`src/logic/feq_params.svh`:
```
// Purpose: Constants of the channel B equalizer coefficient bank.
// Assumes: Register indices are word indices; the APB byte address is four times the index.
// Notes:   Included by the package and by every design file that needs a figure.
//
// Overview of operation
// Fourth tap holds a 12-bit signed coefficient in bits 11:0.
// Centre tap holds an 18-bit signed coefficient in bits 17:0 of 24.
// Sixth tap holds a 12-bit signed coefficient in bits 11:0.
// Seventh tap holds a 12-bit signed coefficient in bits 11:0.
// Eighth tap holds a 12-bit signed coefficient in bits 11:0.
// Ninth tap holds a 12-bit signed coefficient in bits 11:0.
// Readback shows the coefficient MSB as zero; the filter keeps the written value.
// First three taps sit at the three even indices below the fourth.
// Every coefficient register, reserved bits included, resets to zero.
`ifndef FEQ_PARAMS_SVH
`define FEQ_PARAMS_SVH

// Register indices of the nine taps, in tap order.
`define FEQ_IDX_TAP0       12'h448
`define FEQ_IDX_TAP1       12'h44A
`define FEQ_IDX_TAP2       12'h44C
`define FEQ_IDX_TAP3       12'h44E
`define FEQ_IDX_CENTER     12'h450
`define FEQ_IDX_TAP5       12'h453
`define FEQ_IDX_TAP6       12'h455
`define FEQ_IDX_TAP7       12'h457
`define FEQ_IDX_TAP8       12'h459

// Register and field geometry.
`define FEQ_NUM_TAPS       9
`define FEQ_CENTER_TAP     4
`define FEQ_OUTER_REG_W    16
`define FEQ_OUTER_FIELD_W  12
`define FEQ_CENTER_REG_W   24
`define FEQ_CENTER_FIELD_W 18
`define FEQ_INDEX_W        12

// Reset value of every register and of the read data bus.
`define FEQ_RESET_VAL      32'h0000_0000

`endif

```
`src/logic/feq_pkg.sv`:
```
// Purpose: Types shared by the coefficient bank modules.
// Assumes: Figures come from feq_params.svh.
// Notes:   Nothing here is imported; users write feq_pkg::name.
`include "feq_params.svh"

package feq_pkg;

    // Coefficients as the filter datapath sees them.
    typedef logic signed [`FEQ_OUTER_FIELD_W-1:0]  feq_outer_coef_t;
    typedef logic signed [`FEQ_CENTER_FIELD_W-1:0] feq_center_coef_t;

    // One word on the register side, and its byte strobes.
    typedef logic [31:0]                           feq_word_t;
    typedef logic [3:0]                            feq_strb_t;
    typedef logic [`FEQ_INDEX_W-1:0]               feq_index_t;

endpackage : feq_pkg

```
`src/logic/feq_reg_if.sv`:
```
// Purpose: Carries decoded register accesses from the bus slave to the bank.
// Assumes: One clock; all signals change right after a rising edge.
// Notes:   wr_stb is a one-cycle pulse; the rest are levels.
interface feq_reg_if;

    logic                wr_stb;
    feq_pkg::feq_strb_t  wr_strb;
    feq_pkg::feq_word_t  wr_data;
    feq_pkg::feq_index_t index;
    logic                hit;
    feq_pkg::feq_word_t  rd_data;

    // The bus side names the register; the bank answers with hit and data.
    modport bus
    (
        output wr_stb,
        output wr_strb,
        output wr_data,
        output index,
        input  hit,
        input  rd_data
    );

    modport bank
    (
        input  wr_stb,
        input  wr_strb,
        input  wr_data,
        input  index,
        output hit,
        output rd_data
    );

endinterface : feq_reg_if

```
`src/logic/feq_coef_reg.sv`:
```
// Purpose: One coefficient register with byte-lane writes and a masked readback.
// Assumes: REG_W is a multiple of eight and at most 32.
// Notes:   Reserved bits above the field are stored and read back as written.
`include "feq_params.svh"

module feq_coef_reg
#(
    parameter int REG_W   = `FEQ_OUTER_REG_W,
    parameter int FIELD_W = `FEQ_OUTER_FIELD_W
)
(
    // Clock and reset.
    input  wire logic               clk_i,
    input  wire logic               nrst_i,
    // Write port.
    input  wire logic               we_i,
    input  wire feq_pkg::feq_strb_t strb_i,
    input  wire feq_pkg::feq_word_t wdata_i,
    // Stored value and readback.
    output logic [REG_W-1:0]        value_o,
    output feq_pkg::feq_word_t      rd_o
);

    localparam logic [REG_W-1:0] MSB_MASK = REG_W'(1) << (FIELD_W - 1);

    logic [REG_W-1:0] reg_ff;

    // Only the lanes that exist in this register are written; upper strobes are dropped.
    always_ff @(posedge clk_i or negedge nrst_i)
    begin
        if (!nrst_i)
            reg_ff <= REG_W'(`FEQ_RESET_VAL);
        else if (we_i)
        begin
            for (int b = 0; b < REG_W / 8; b++)
            begin
                if (strb_i[b])
                    reg_ff[b*8 +: 8] <= wdata_i[b*8 +: 8];
            end
        end
    end

    // The filter sees the full written value; software sees the MSB cleared.
    assign value_o = reg_ff;
    assign rd_o    = 32'(reg_ff & ~MSB_MASK);

endmodule : feq_coef_reg

```
`src/logic/feq_apb_slave.sv`:
```
// Purpose: APB slave front end for the coefficient bank.
// Assumes: The master holds the request stable through the access phase.
// Notes:   Every transfer takes exactly one access cycle; pready rises then.
`include "feq_params.svh"

module feq_apb_slave
#(
    parameter int ADDR_W = 16
)
(
    // Clock and reset.
    input  wire logic               clk_i,
    input  wire logic               nrst_i,
    // APB requester side.
    input  wire logic               psel_i,
    input  wire logic               penable_i,
    input  wire logic               pwrite_i,
    input  wire logic [ADDR_W-1:0]  paddr_i,
    input  wire feq_pkg::feq_word_t pwdata_i,
    input  wire feq_pkg::feq_strb_t pstrb_i,
    output logic                    pready_o,
    output feq_pkg::feq_word_t      prdata_o,
    output logic                    pslverr_o,
    // Decoded access toward the bank.
    feq_reg_if.bus                  reg_if
);

    logic               pready_ff;
    logic               pslverr_ff;
    feq_pkg::feq_word_t prdata_ff;
    logic               setup;
    logic               valid;

    // A misaligned byte address matches no register; index bits above the decode width must be zero,
    // or high addresses would alias onto the taps.
    assign setup  = psel_i && !penable_i;
    assign valid  = reg_if.hit && (paddr_i[1:0] == 2'b00)
                    && (paddr_i[ADDR_W-1:2] == (ADDR_W-2)'(reg_if.index));

    assign reg_if.index   = feq_pkg::feq_index_t'(paddr_i[ADDR_W-1:2]);
    assign reg_if.wr_strb = pstrb_i;
    assign reg_if.wr_data = pwdata_i;
    // The write lands on the single edge where the master samples pready high.
    assign reg_if.wr_stb  = psel_i && penable_i && pready_ff && pwrite_i && valid;

    // Answer one cycle after setup, so no extra wait state is ever inserted.
    always_ff @(posedge clk_i or negedge nrst_i)
    begin
        if (!nrst_i)
            pready_ff <= 1'b0;
        else
            pready_ff <= setup;
    end

    // Unmapped or misaligned addresses are refused with an error response.
    always_ff @(posedge clk_i or negedge nrst_i)
    begin
        if (!nrst_i)
            pslverr_ff <= 1'b0;
        else
            pslverr_ff <= setup && !valid;
    end

    // Read data is captured in setup and held until the next setup.
    always_ff @(posedge clk_i or negedge nrst_i)
    begin
        if (!nrst_i)
            prdata_ff <= `FEQ_RESET_VAL;
        else if (setup)
            prdata_ff <= (!pwrite_i && valid) ? reg_if.rd_data : `FEQ_RESET_VAL;
    end

    assign pready_o  = pready_ff;
    assign pslverr_o = pslverr_ff;
    assign prdata_o  = prdata_ff;

endmodule : feq_apb_slave

```
`src/logic/feq_coef_bank.sv`:
```
// Purpose: Coefficient bank of the channel B nine-tap equalizer filter.
// Assumes: Single 20 MHz clock; APB reaches the registers at four times their index.
// Notes:   Tap outputs come straight from the register flops and feed the filter.
`include "feq_params.svh"

module feq_coef_bank
#(
    parameter int ADDR_W = 16
)
(
    // Clock and reset.
    input  wire logic                     clk_i,
    input  wire logic                     nrst_i,
    // APB slave port.
    input  wire logic                     psel_i,
    input  wire logic                     penable_i,
    input  wire logic                     pwrite_i,
    input  wire logic [ADDR_W-1:0]        paddr_i,
    input  wire feq_pkg::feq_word_t       pwdata_i,
    input  wire feq_pkg::feq_strb_t       pstrb_i,
    output logic                          pready_o,
    output feq_pkg::feq_word_t            prdata_o,
    output logic                          pslverr_o,
    // Coefficients toward the equalizer filter datapath.
    output feq_pkg::feq_outer_coef_t      chan_b_tap0_value_o,
    output feq_pkg::feq_outer_coef_t      chan_b_tap1_value_o,
    output feq_pkg::feq_outer_coef_t      chan_b_tap2_value_o,
    output feq_pkg::feq_outer_coef_t      chan_b_tap3_value_o,
    output feq_pkg::feq_center_coef_t     chan_b_center_value_o,
    output feq_pkg::feq_outer_coef_t      chan_b_tap5_value_o,
    output feq_pkg::feq_outer_coef_t      chan_b_tap6_value_o,
    output feq_pkg::feq_outer_coef_t      chan_b_tap7_value_o,
    output feq_pkg::feq_outer_coef_t      chan_b_tap8_value_o
);

    localparam int NTAP = `FEQ_NUM_TAPS;

    feq_reg_if reg_if ();

    logic [NTAP-1:0]              sel_w;
    logic [31:0]                  value_w [NTAP];
    feq_pkg::feq_word_t           rd_w    [NTAP];
    feq_pkg::feq_word_t           rd_mux;

    // Register index of each tap; the odd indices above the centre follow its wider word.
    function automatic feq_pkg::feq_index_t tap_index(input int t);
        case (t)
            0:       return `FEQ_IDX_TAP0;
            1:       return `FEQ_IDX_TAP1;
            2:       return `FEQ_IDX_TAP2;
            3:       return `FEQ_IDX_TAP3;
            4:       return `FEQ_IDX_CENTER;
            5:       return `FEQ_IDX_TAP5;
            6:       return `FEQ_IDX_TAP6;
            7:       return `FEQ_IDX_TAP7;
            8:       return `FEQ_IDX_TAP8;
            default: return '0;
        endcase
    endfunction : tap_index

    // One-hot select of the tap addressed by an index; zero when unmapped.
    function automatic logic [NTAP-1:0] decode(input feq_pkg::feq_index_t idx);
        logic [NTAP-1:0] sel;
        sel = '0;
        for (int t = 0; t < NTAP; t++)
            sel[t] = (idx == tap_index(t));
        return sel;
    endfunction : decode

    // Bus front end; it alone drives the APB answer.
    feq_apb_slave
    #(
        .ADDR_W    (ADDR_W)
    )
    u_apb
    (
        .clk_i     (clk_i),
        .nrst_i    (nrst_i),
        .psel_i    (psel_i),
        .penable_i (penable_i),
        .pwrite_i  (pwrite_i),
        .paddr_i   (paddr_i),
        .pwdata_i  (pwdata_i),
        .pstrb_i   (pstrb_i),
        .pready_o  (pready_o),
        .prdata_o  (prdata_o),
        .pslverr_o (pslverr_o),
        .reg_if    (reg_if.bus)
    );

    assign sel_w = decode(reg_if.index);

    // The centre tap needs a wider word; the others are 16-bit registers.
    for (genvar t = 0; t < NTAP; t++)
    begin : g_tap
        localparam int RW = (t == `FEQ_CENTER_TAP) ? `FEQ_CENTER_REG_W : `FEQ_OUTER_REG_W;
        localparam int FW = (t == `FEQ_CENTER_TAP) ? `FEQ_CENTER_FIELD_W : `FEQ_OUTER_FIELD_W;
        logic [RW-1:0] q;

        feq_coef_reg
        #(
            .REG_W   (RW),
            .FIELD_W (FW)
        )
        u_reg
        (
            .clk_i   (clk_i),
            .nrst_i  (nrst_i),
            .we_i    (reg_if.wr_stb && sel_w[t]),
            .strb_i  (reg_if.wr_strb),
            .wdata_i (reg_if.wr_data),
            .value_o (q),
            .rd_o    (rd_w[t])
        );

        assign value_w[t] = 32'(q);
    end

    // Read multiplexer; an unmapped index reads as zero and reports no hit.
    always_comb
    begin
        rd_mux = `FEQ_RESET_VAL;
        for (int t = 0; t < NTAP; t++)
        begin
            if (sel_w[t])
                rd_mux = rd_w[t];
        end
    end

    assign reg_if.rd_data = rd_mux;
    assign reg_if.hit     = |sel_w;

    // The filter takes the full written field, MSB included.
    assign chan_b_tap0_value_o   = value_w[0][`FEQ_OUTER_FIELD_W-1:0];
    assign chan_b_tap1_value_o   = value_w[1][`FEQ_OUTER_FIELD_W-1:0];
    assign chan_b_tap2_value_o   = value_w[2][`FEQ_OUTER_FIELD_W-1:0];
    assign chan_b_tap3_value_o   = value_w[3][`FEQ_OUTER_FIELD_W-1:0];
    assign chan_b_center_value_o = value_w[4][`FEQ_CENTER_FIELD_W-1:0];
    assign chan_b_tap5_value_o   = value_w[5][`FEQ_OUTER_FIELD_W-1:0];
    assign chan_b_tap6_value_o   = value_w[6][`FEQ_OUTER_FIELD_W-1:0];
    assign chan_b_tap7_value_o   = value_w[7][`FEQ_OUTER_FIELD_W-1:0];
    assign chan_b_tap8_value_o   = value_w[8][`FEQ_OUTER_FIELD_W-1:0];

endmodule : feq_coef_bank

```
`config.mk`:
```
export PLATFORM = sky130hd
export DESIGN_NAME = feq_coef_bank
export DESIGN_NICKNAME = d
export VERILOG_FILES = /design/src/logic/feq_pkg.sv /design/src/logic/feq_reg_if.sv /design/src/logic/feq_coef_reg.sv /design/src/logic/feq_apb_slave.sv /design/src/logic/feq_coef_bank.sv
export VERILOG_INCLUDE_DIRS = /design/src /design/src/logic
export SDC_FILE = /design/constraint.sdc
export NUM_CORES = 1
export LEC_CHECK = 0
export BUFFER_PORTS_ARGS = -buffer_cell sky130_fd_sc_hd__buf_2
export CAP_MARGIN = 20
export CORE_MARGIN = 2
export CORE_UTILIZATION = 57
export CTS_BUF_LIST = sky130_fd_sc_hd__clkbuf_2
export DETAILED_ROUTE_END_ITERATION = 10
export GPL_TIMING_DRIVEN = 0
export PLACE_DENSITY_LB_ADDON = 0.25
export SLEW_MARGIN = 25
export SYNTH_ARGS = -nofsm -noshare
export SYNTH_HDL_FRONTEND = slang
export SYNTH_SLANG_ARGS = --single-unit
```
`constraint.sdc`:
```
create_clock -name clk_i -period 2.15 [get_ports clk_i]
set_input_delay 0.1075 -clock clk_i [delete_from_list [all_inputs] [get_ports clk_i]]
set_output_delay 0.1075 -clock clk_i [all_outputs]
set_load 0.05 [all_outputs]
```
==> results.rst <==
.. list-table::
   :header-rows: 1

   * - Metric
     - Value
   * - Outcome
     - finished, final reports clean
   * - CORE AREA
     - approximately 16000 µm²
   * - Share of the synthesized area in compound gates (AO/OA/AOI/OAI)
     - between 10% and 20%
   * - Starting Density
     - a little under three fifths
   * - List of most frequent post-synthesis cells
     - dfrtp_1, buf_4, mux2_2
   * - Post-synthesis simple-gate area fraction
     - between 10% and 20%
   * - Most common cell in the netlist
     - dfrtp_1
   * - # H-tree levels
     - 4
   * - Nets@finish
     - around 1100
   * - Gate count after technology mapping
     - 790
   * - CTS clk-pin slew, worst paths
     - 0.25 ns
   * - Setup repair after global routing missed its margin
     - false
   * - Gpl congestion
     - 0.968
   * - Clock latency at the later pin of the worst-skew pair
     - 0.80 ns
   * - Top achievable clock speed
     - about 480 MHz
   * - DR iter-0 viols
     - ~600
   * - Critical Path End Type
     - flip-flop
   * - Vert. Die Dim
     - about 130 µm
   * - Fin Hold WS
     - between 0.05 and 0.06 ns
   * - HPWL reported at the end of detailed placement
     - between 15000 and 20000 µm
   * - Aggregate routed wire length
     - 26400 µm
   * - Number of remaining DRC errors
     - 0
   * - Clk sink count
     - about 180
   * - Critical Path Fanout Max
     - 10
   * - Count of endpoints failing hold in the final timing report
     - 0
   * - Final Core Density
     - between 60% and 70%
   * - Placement Rows
     - 47
   * - Count of TritonRoute iterations in the first routing pass
     - 5
   * - Slew of the pin with the lowest slew margin
     - approximately 0.99 ns
   * - Post-synth EDFFs
     - 0
   * - Total global routing track utilization
     - between 30 and 40%
   * - WS Path Type
     - primary input to flip-flop
   * - Combinational family with the most area after synthesis
     - multiplexers
   * - Data required, critical path
     - around 2.8 ns
   * - Inserted Clock Buffers
     - 17
   * - Total of fill cells in the finished design
     - between 1000 and 1500
   * - Count of input and output buffers
     - around 180
   * - Total setup violations reported at the end of the flow
     - 0
   * - Async set or reset register ratio after synthesis
     - between 90% and 100%
   * - Share of post-route cells with drive strength above 1
     - around 50%
   * - Remaining global-route overflow
     - 0
   * - Area added between synthesis and finish
     - 20.1%
   * - Average cell area after synthesis
     - around 12 µm²
   * - Post-synthesis mux area share
     - a little over a fifth
   * - Multi-input gate area in the final layout
     - between 3000 and 4000 µm²
   * - Master cell of the clock root buffer
     - clkbuf_2
   * - Top flip-flop cell by instance count after synthesis
     - dfrtp_1
   * - Vias post-DR
     - around 7300
   * - Final critical delay including setup and external delays
     - between 2 and 2.5 ns
   * - Detail Route Antenna Nets
     - 0
   * - Area share of the leading cell type in the synthesized netlist
     - between 40 and 50%
   * - Final clock skew
     - between 0.03 and 0.04 ns
   * - Peak ir drop on the vdd network
     - 285 µV
   * - Via count of the first global-routing pass
     - 7241
   * - Die boundary width
     - about 130 µm
   * - Crit start category
     - primary input
   * - Max clock buf depth
     - 2
   * - Remaining max-slew budget at the tightest pin
     - between 30% and 40%
   * - Vias per Instance
     - about 5.8
   * - Area contributors post-synth
     - dfrtp_1, mux2_2, buf_4
   * - Number of unique standard cell types used by synthesis
     - 72
   * - Initial antenna violation count
     - 1
   * - Library cell occupying the most area in the post-synthesis netlist
     - dfrtp_1
   * - Share of the clock period used by the worst path after layout
     - between 90% and 100%
   * - Total standard cell area after synthesis
     - 9440 µm²
   * - Leakage Power
     - between 6 and 7 nW
   * - Signal arrival time at the worst endpoint
     - roughly 2.8 ns
   * - Pin count of the biggest net entering global routing
     - 92
   * - Warnings, synthesis
     - 0
   * - Fraction of the yosys area taken by sequential cells
     - between 40% and 50%
   * - Count of final max-slew check failures
     - 0
   * - Type of the tightest min-delay check
     - primary input to flip-flop
   * - Register Area
     - 4430 µm²
   * - Num ports
     - about 200
   * - Post-detailed-route wirelength per cell
     - a little over 20 µm
   * - Post-CTS Setup Repair Bufs
     - 0
   * - First-pass GRT wire length
     - roughly 41000 µm
   * - Xor/xnor share of the synthesized area
     - less than 1%
   * - Power per Cell Area
     - between 500 and 600 nW/µm²
   * - Post-synthesis register bit count
     - ~180
   * - Dpl ws
     - -0.800 ns
   * - Synthesized-area fraction occupied by adder cells
     - 0%
   * - Clock tree from TritonCTS
     - built
   * - Setup TNS
     - 0 ns
   * - Max-Cap Viols
     - 0
   * - PnR worst setup slack
     - 0.0715 ns
   * - Area of the die
     - ~18000 µm²
==> critical path, stage by stage <==
cell and delay [ns]:
buf_2 0.11, nor4b_2 0.58, buf_2 0.35, nand4_1 0.44
o32ai_1 0.66, a211oi_1 0.23, o31ai_1 0.28
==> power by group <==
part,total [mW],leakage (nW),switching (mW),internal [mW]
Sequential,3.34,2.47,0.000593,3.34
Combinational,0.466,3.50,0.322,0.145
Clock,1.97,0.162,1.19,0.779
==> cell families after synthesis <==
logic type / after synthesis
xor+xnor: 1
mux: 171
other cells: 1
flops: 177
simple gates: 146
compound gates: 129
buf+inv: 165
==> state kept, by name, summed over array words and instances (netlist names) <==
name and cells:
g_tap.u_reg.value_o 152, u_apb.prdata_o 23, u_apb.pready_o 1, u_apb.pslverr_o 1
==> area by class of cell <==
type | count | share of cell area (%)
inverters | 10 | 0.331
plain buffers | 154 | 9.42
flip-flops and latches | 177 | 39.1
multi-input cells | 456 | 34.7
well taps | 220 | 2.43
diodes | 1 | 0.0221
repair buffers | 221 | 11.6
clock inverters | 12 | 1.59
clock buffers | 19 | 0.839
==> final timing paths <==
kind / from / to / slack [ns] / cells past startpoint
worst min-delay path: paddr_i[3] / u_apb.prdata_o[1]$_DFFE_PN0P_ / 0.06 / 6
max in group asynchronous: nrst_i / g_tap[6].u_reg.value_o[10]$_DFFE_PN0P_ / 0.86 / 4
worst min register to register: g_tap[6].u_reg.value_o[12]$_DFFE_PN0P_ / g_tap[6].u_reg.value_o[12]$_DFFE_PN0P_ / 0.52 / 1
worst max register to register: u_apb.pready_o$_DFF_PN0_ / g_tap[2].u_reg.value_o[15]$_DFFE_PN0P_ / 0.13 / 5
worst max-delay path: paddr_i[11] / u_apb.prdata_o[4]$_DFFE_PN0P_ / 0.07 / 7
min in group asynchronous: nrst_i / g_tap[5].u_reg.value_o[7]$_DFFE_PN0P_ / 0.43 / 3
==> cells in the final DEF, fill, tap and decap left out, drive strengths merged, types with 5 or more instances in the layout <==
cell,Yosys,final
a211o,5,5
a211oi,9,9
a21oi,13,13
a22o,11,11
a31oi,9,9
a32oi,7,7
and2,5,5
and4,7,7
buf,141,325
clkbuf,14,33
conb,1,9
dfrtp,177,177
dlygate4sd3,0,36
inv,10,14
mux2,164,164
nand2,30,30
nand2b,6,6
nand3,6,6
nand4,10,10
nor2,44,44
nor2b,6,6
nor3,9,9
o21ai,14,14
o221ai,6,6
o22a,6,6
o22ai,9,9
o31ai,9,9
==> metal layers <==
metal  vias up  part of all wire, %  global-route usage [%]
li1       3272                    -                       -
met5         -                    0                       0
met3        48                  7.9                    6.55
met4         0                  1.5                    7.59
met2       360                   48                    49.1
met1      3662                   43                    42.4
==> per-stage QoR <==
step	instance area (µm²)	power, mW	cells
2_1_floorplan	9470	3.58	798
5_1_grt	11300	5.99	1270
6_report	11300	5.78	1270
4_1_cts	11300	5.78	1269
3_5_place_dp	10700	3.80	1203
3_3_place_gp	10700	3.79	1202
==> repair_timing <==
action | CTS | global route
setup endpoints to repair | 0 | 10
endpoints found under the hold margin | 334 | 1
gates resized for setup | 0 | 1
hold buffers | 35 | 1
(Power assumes the default switching activity.)
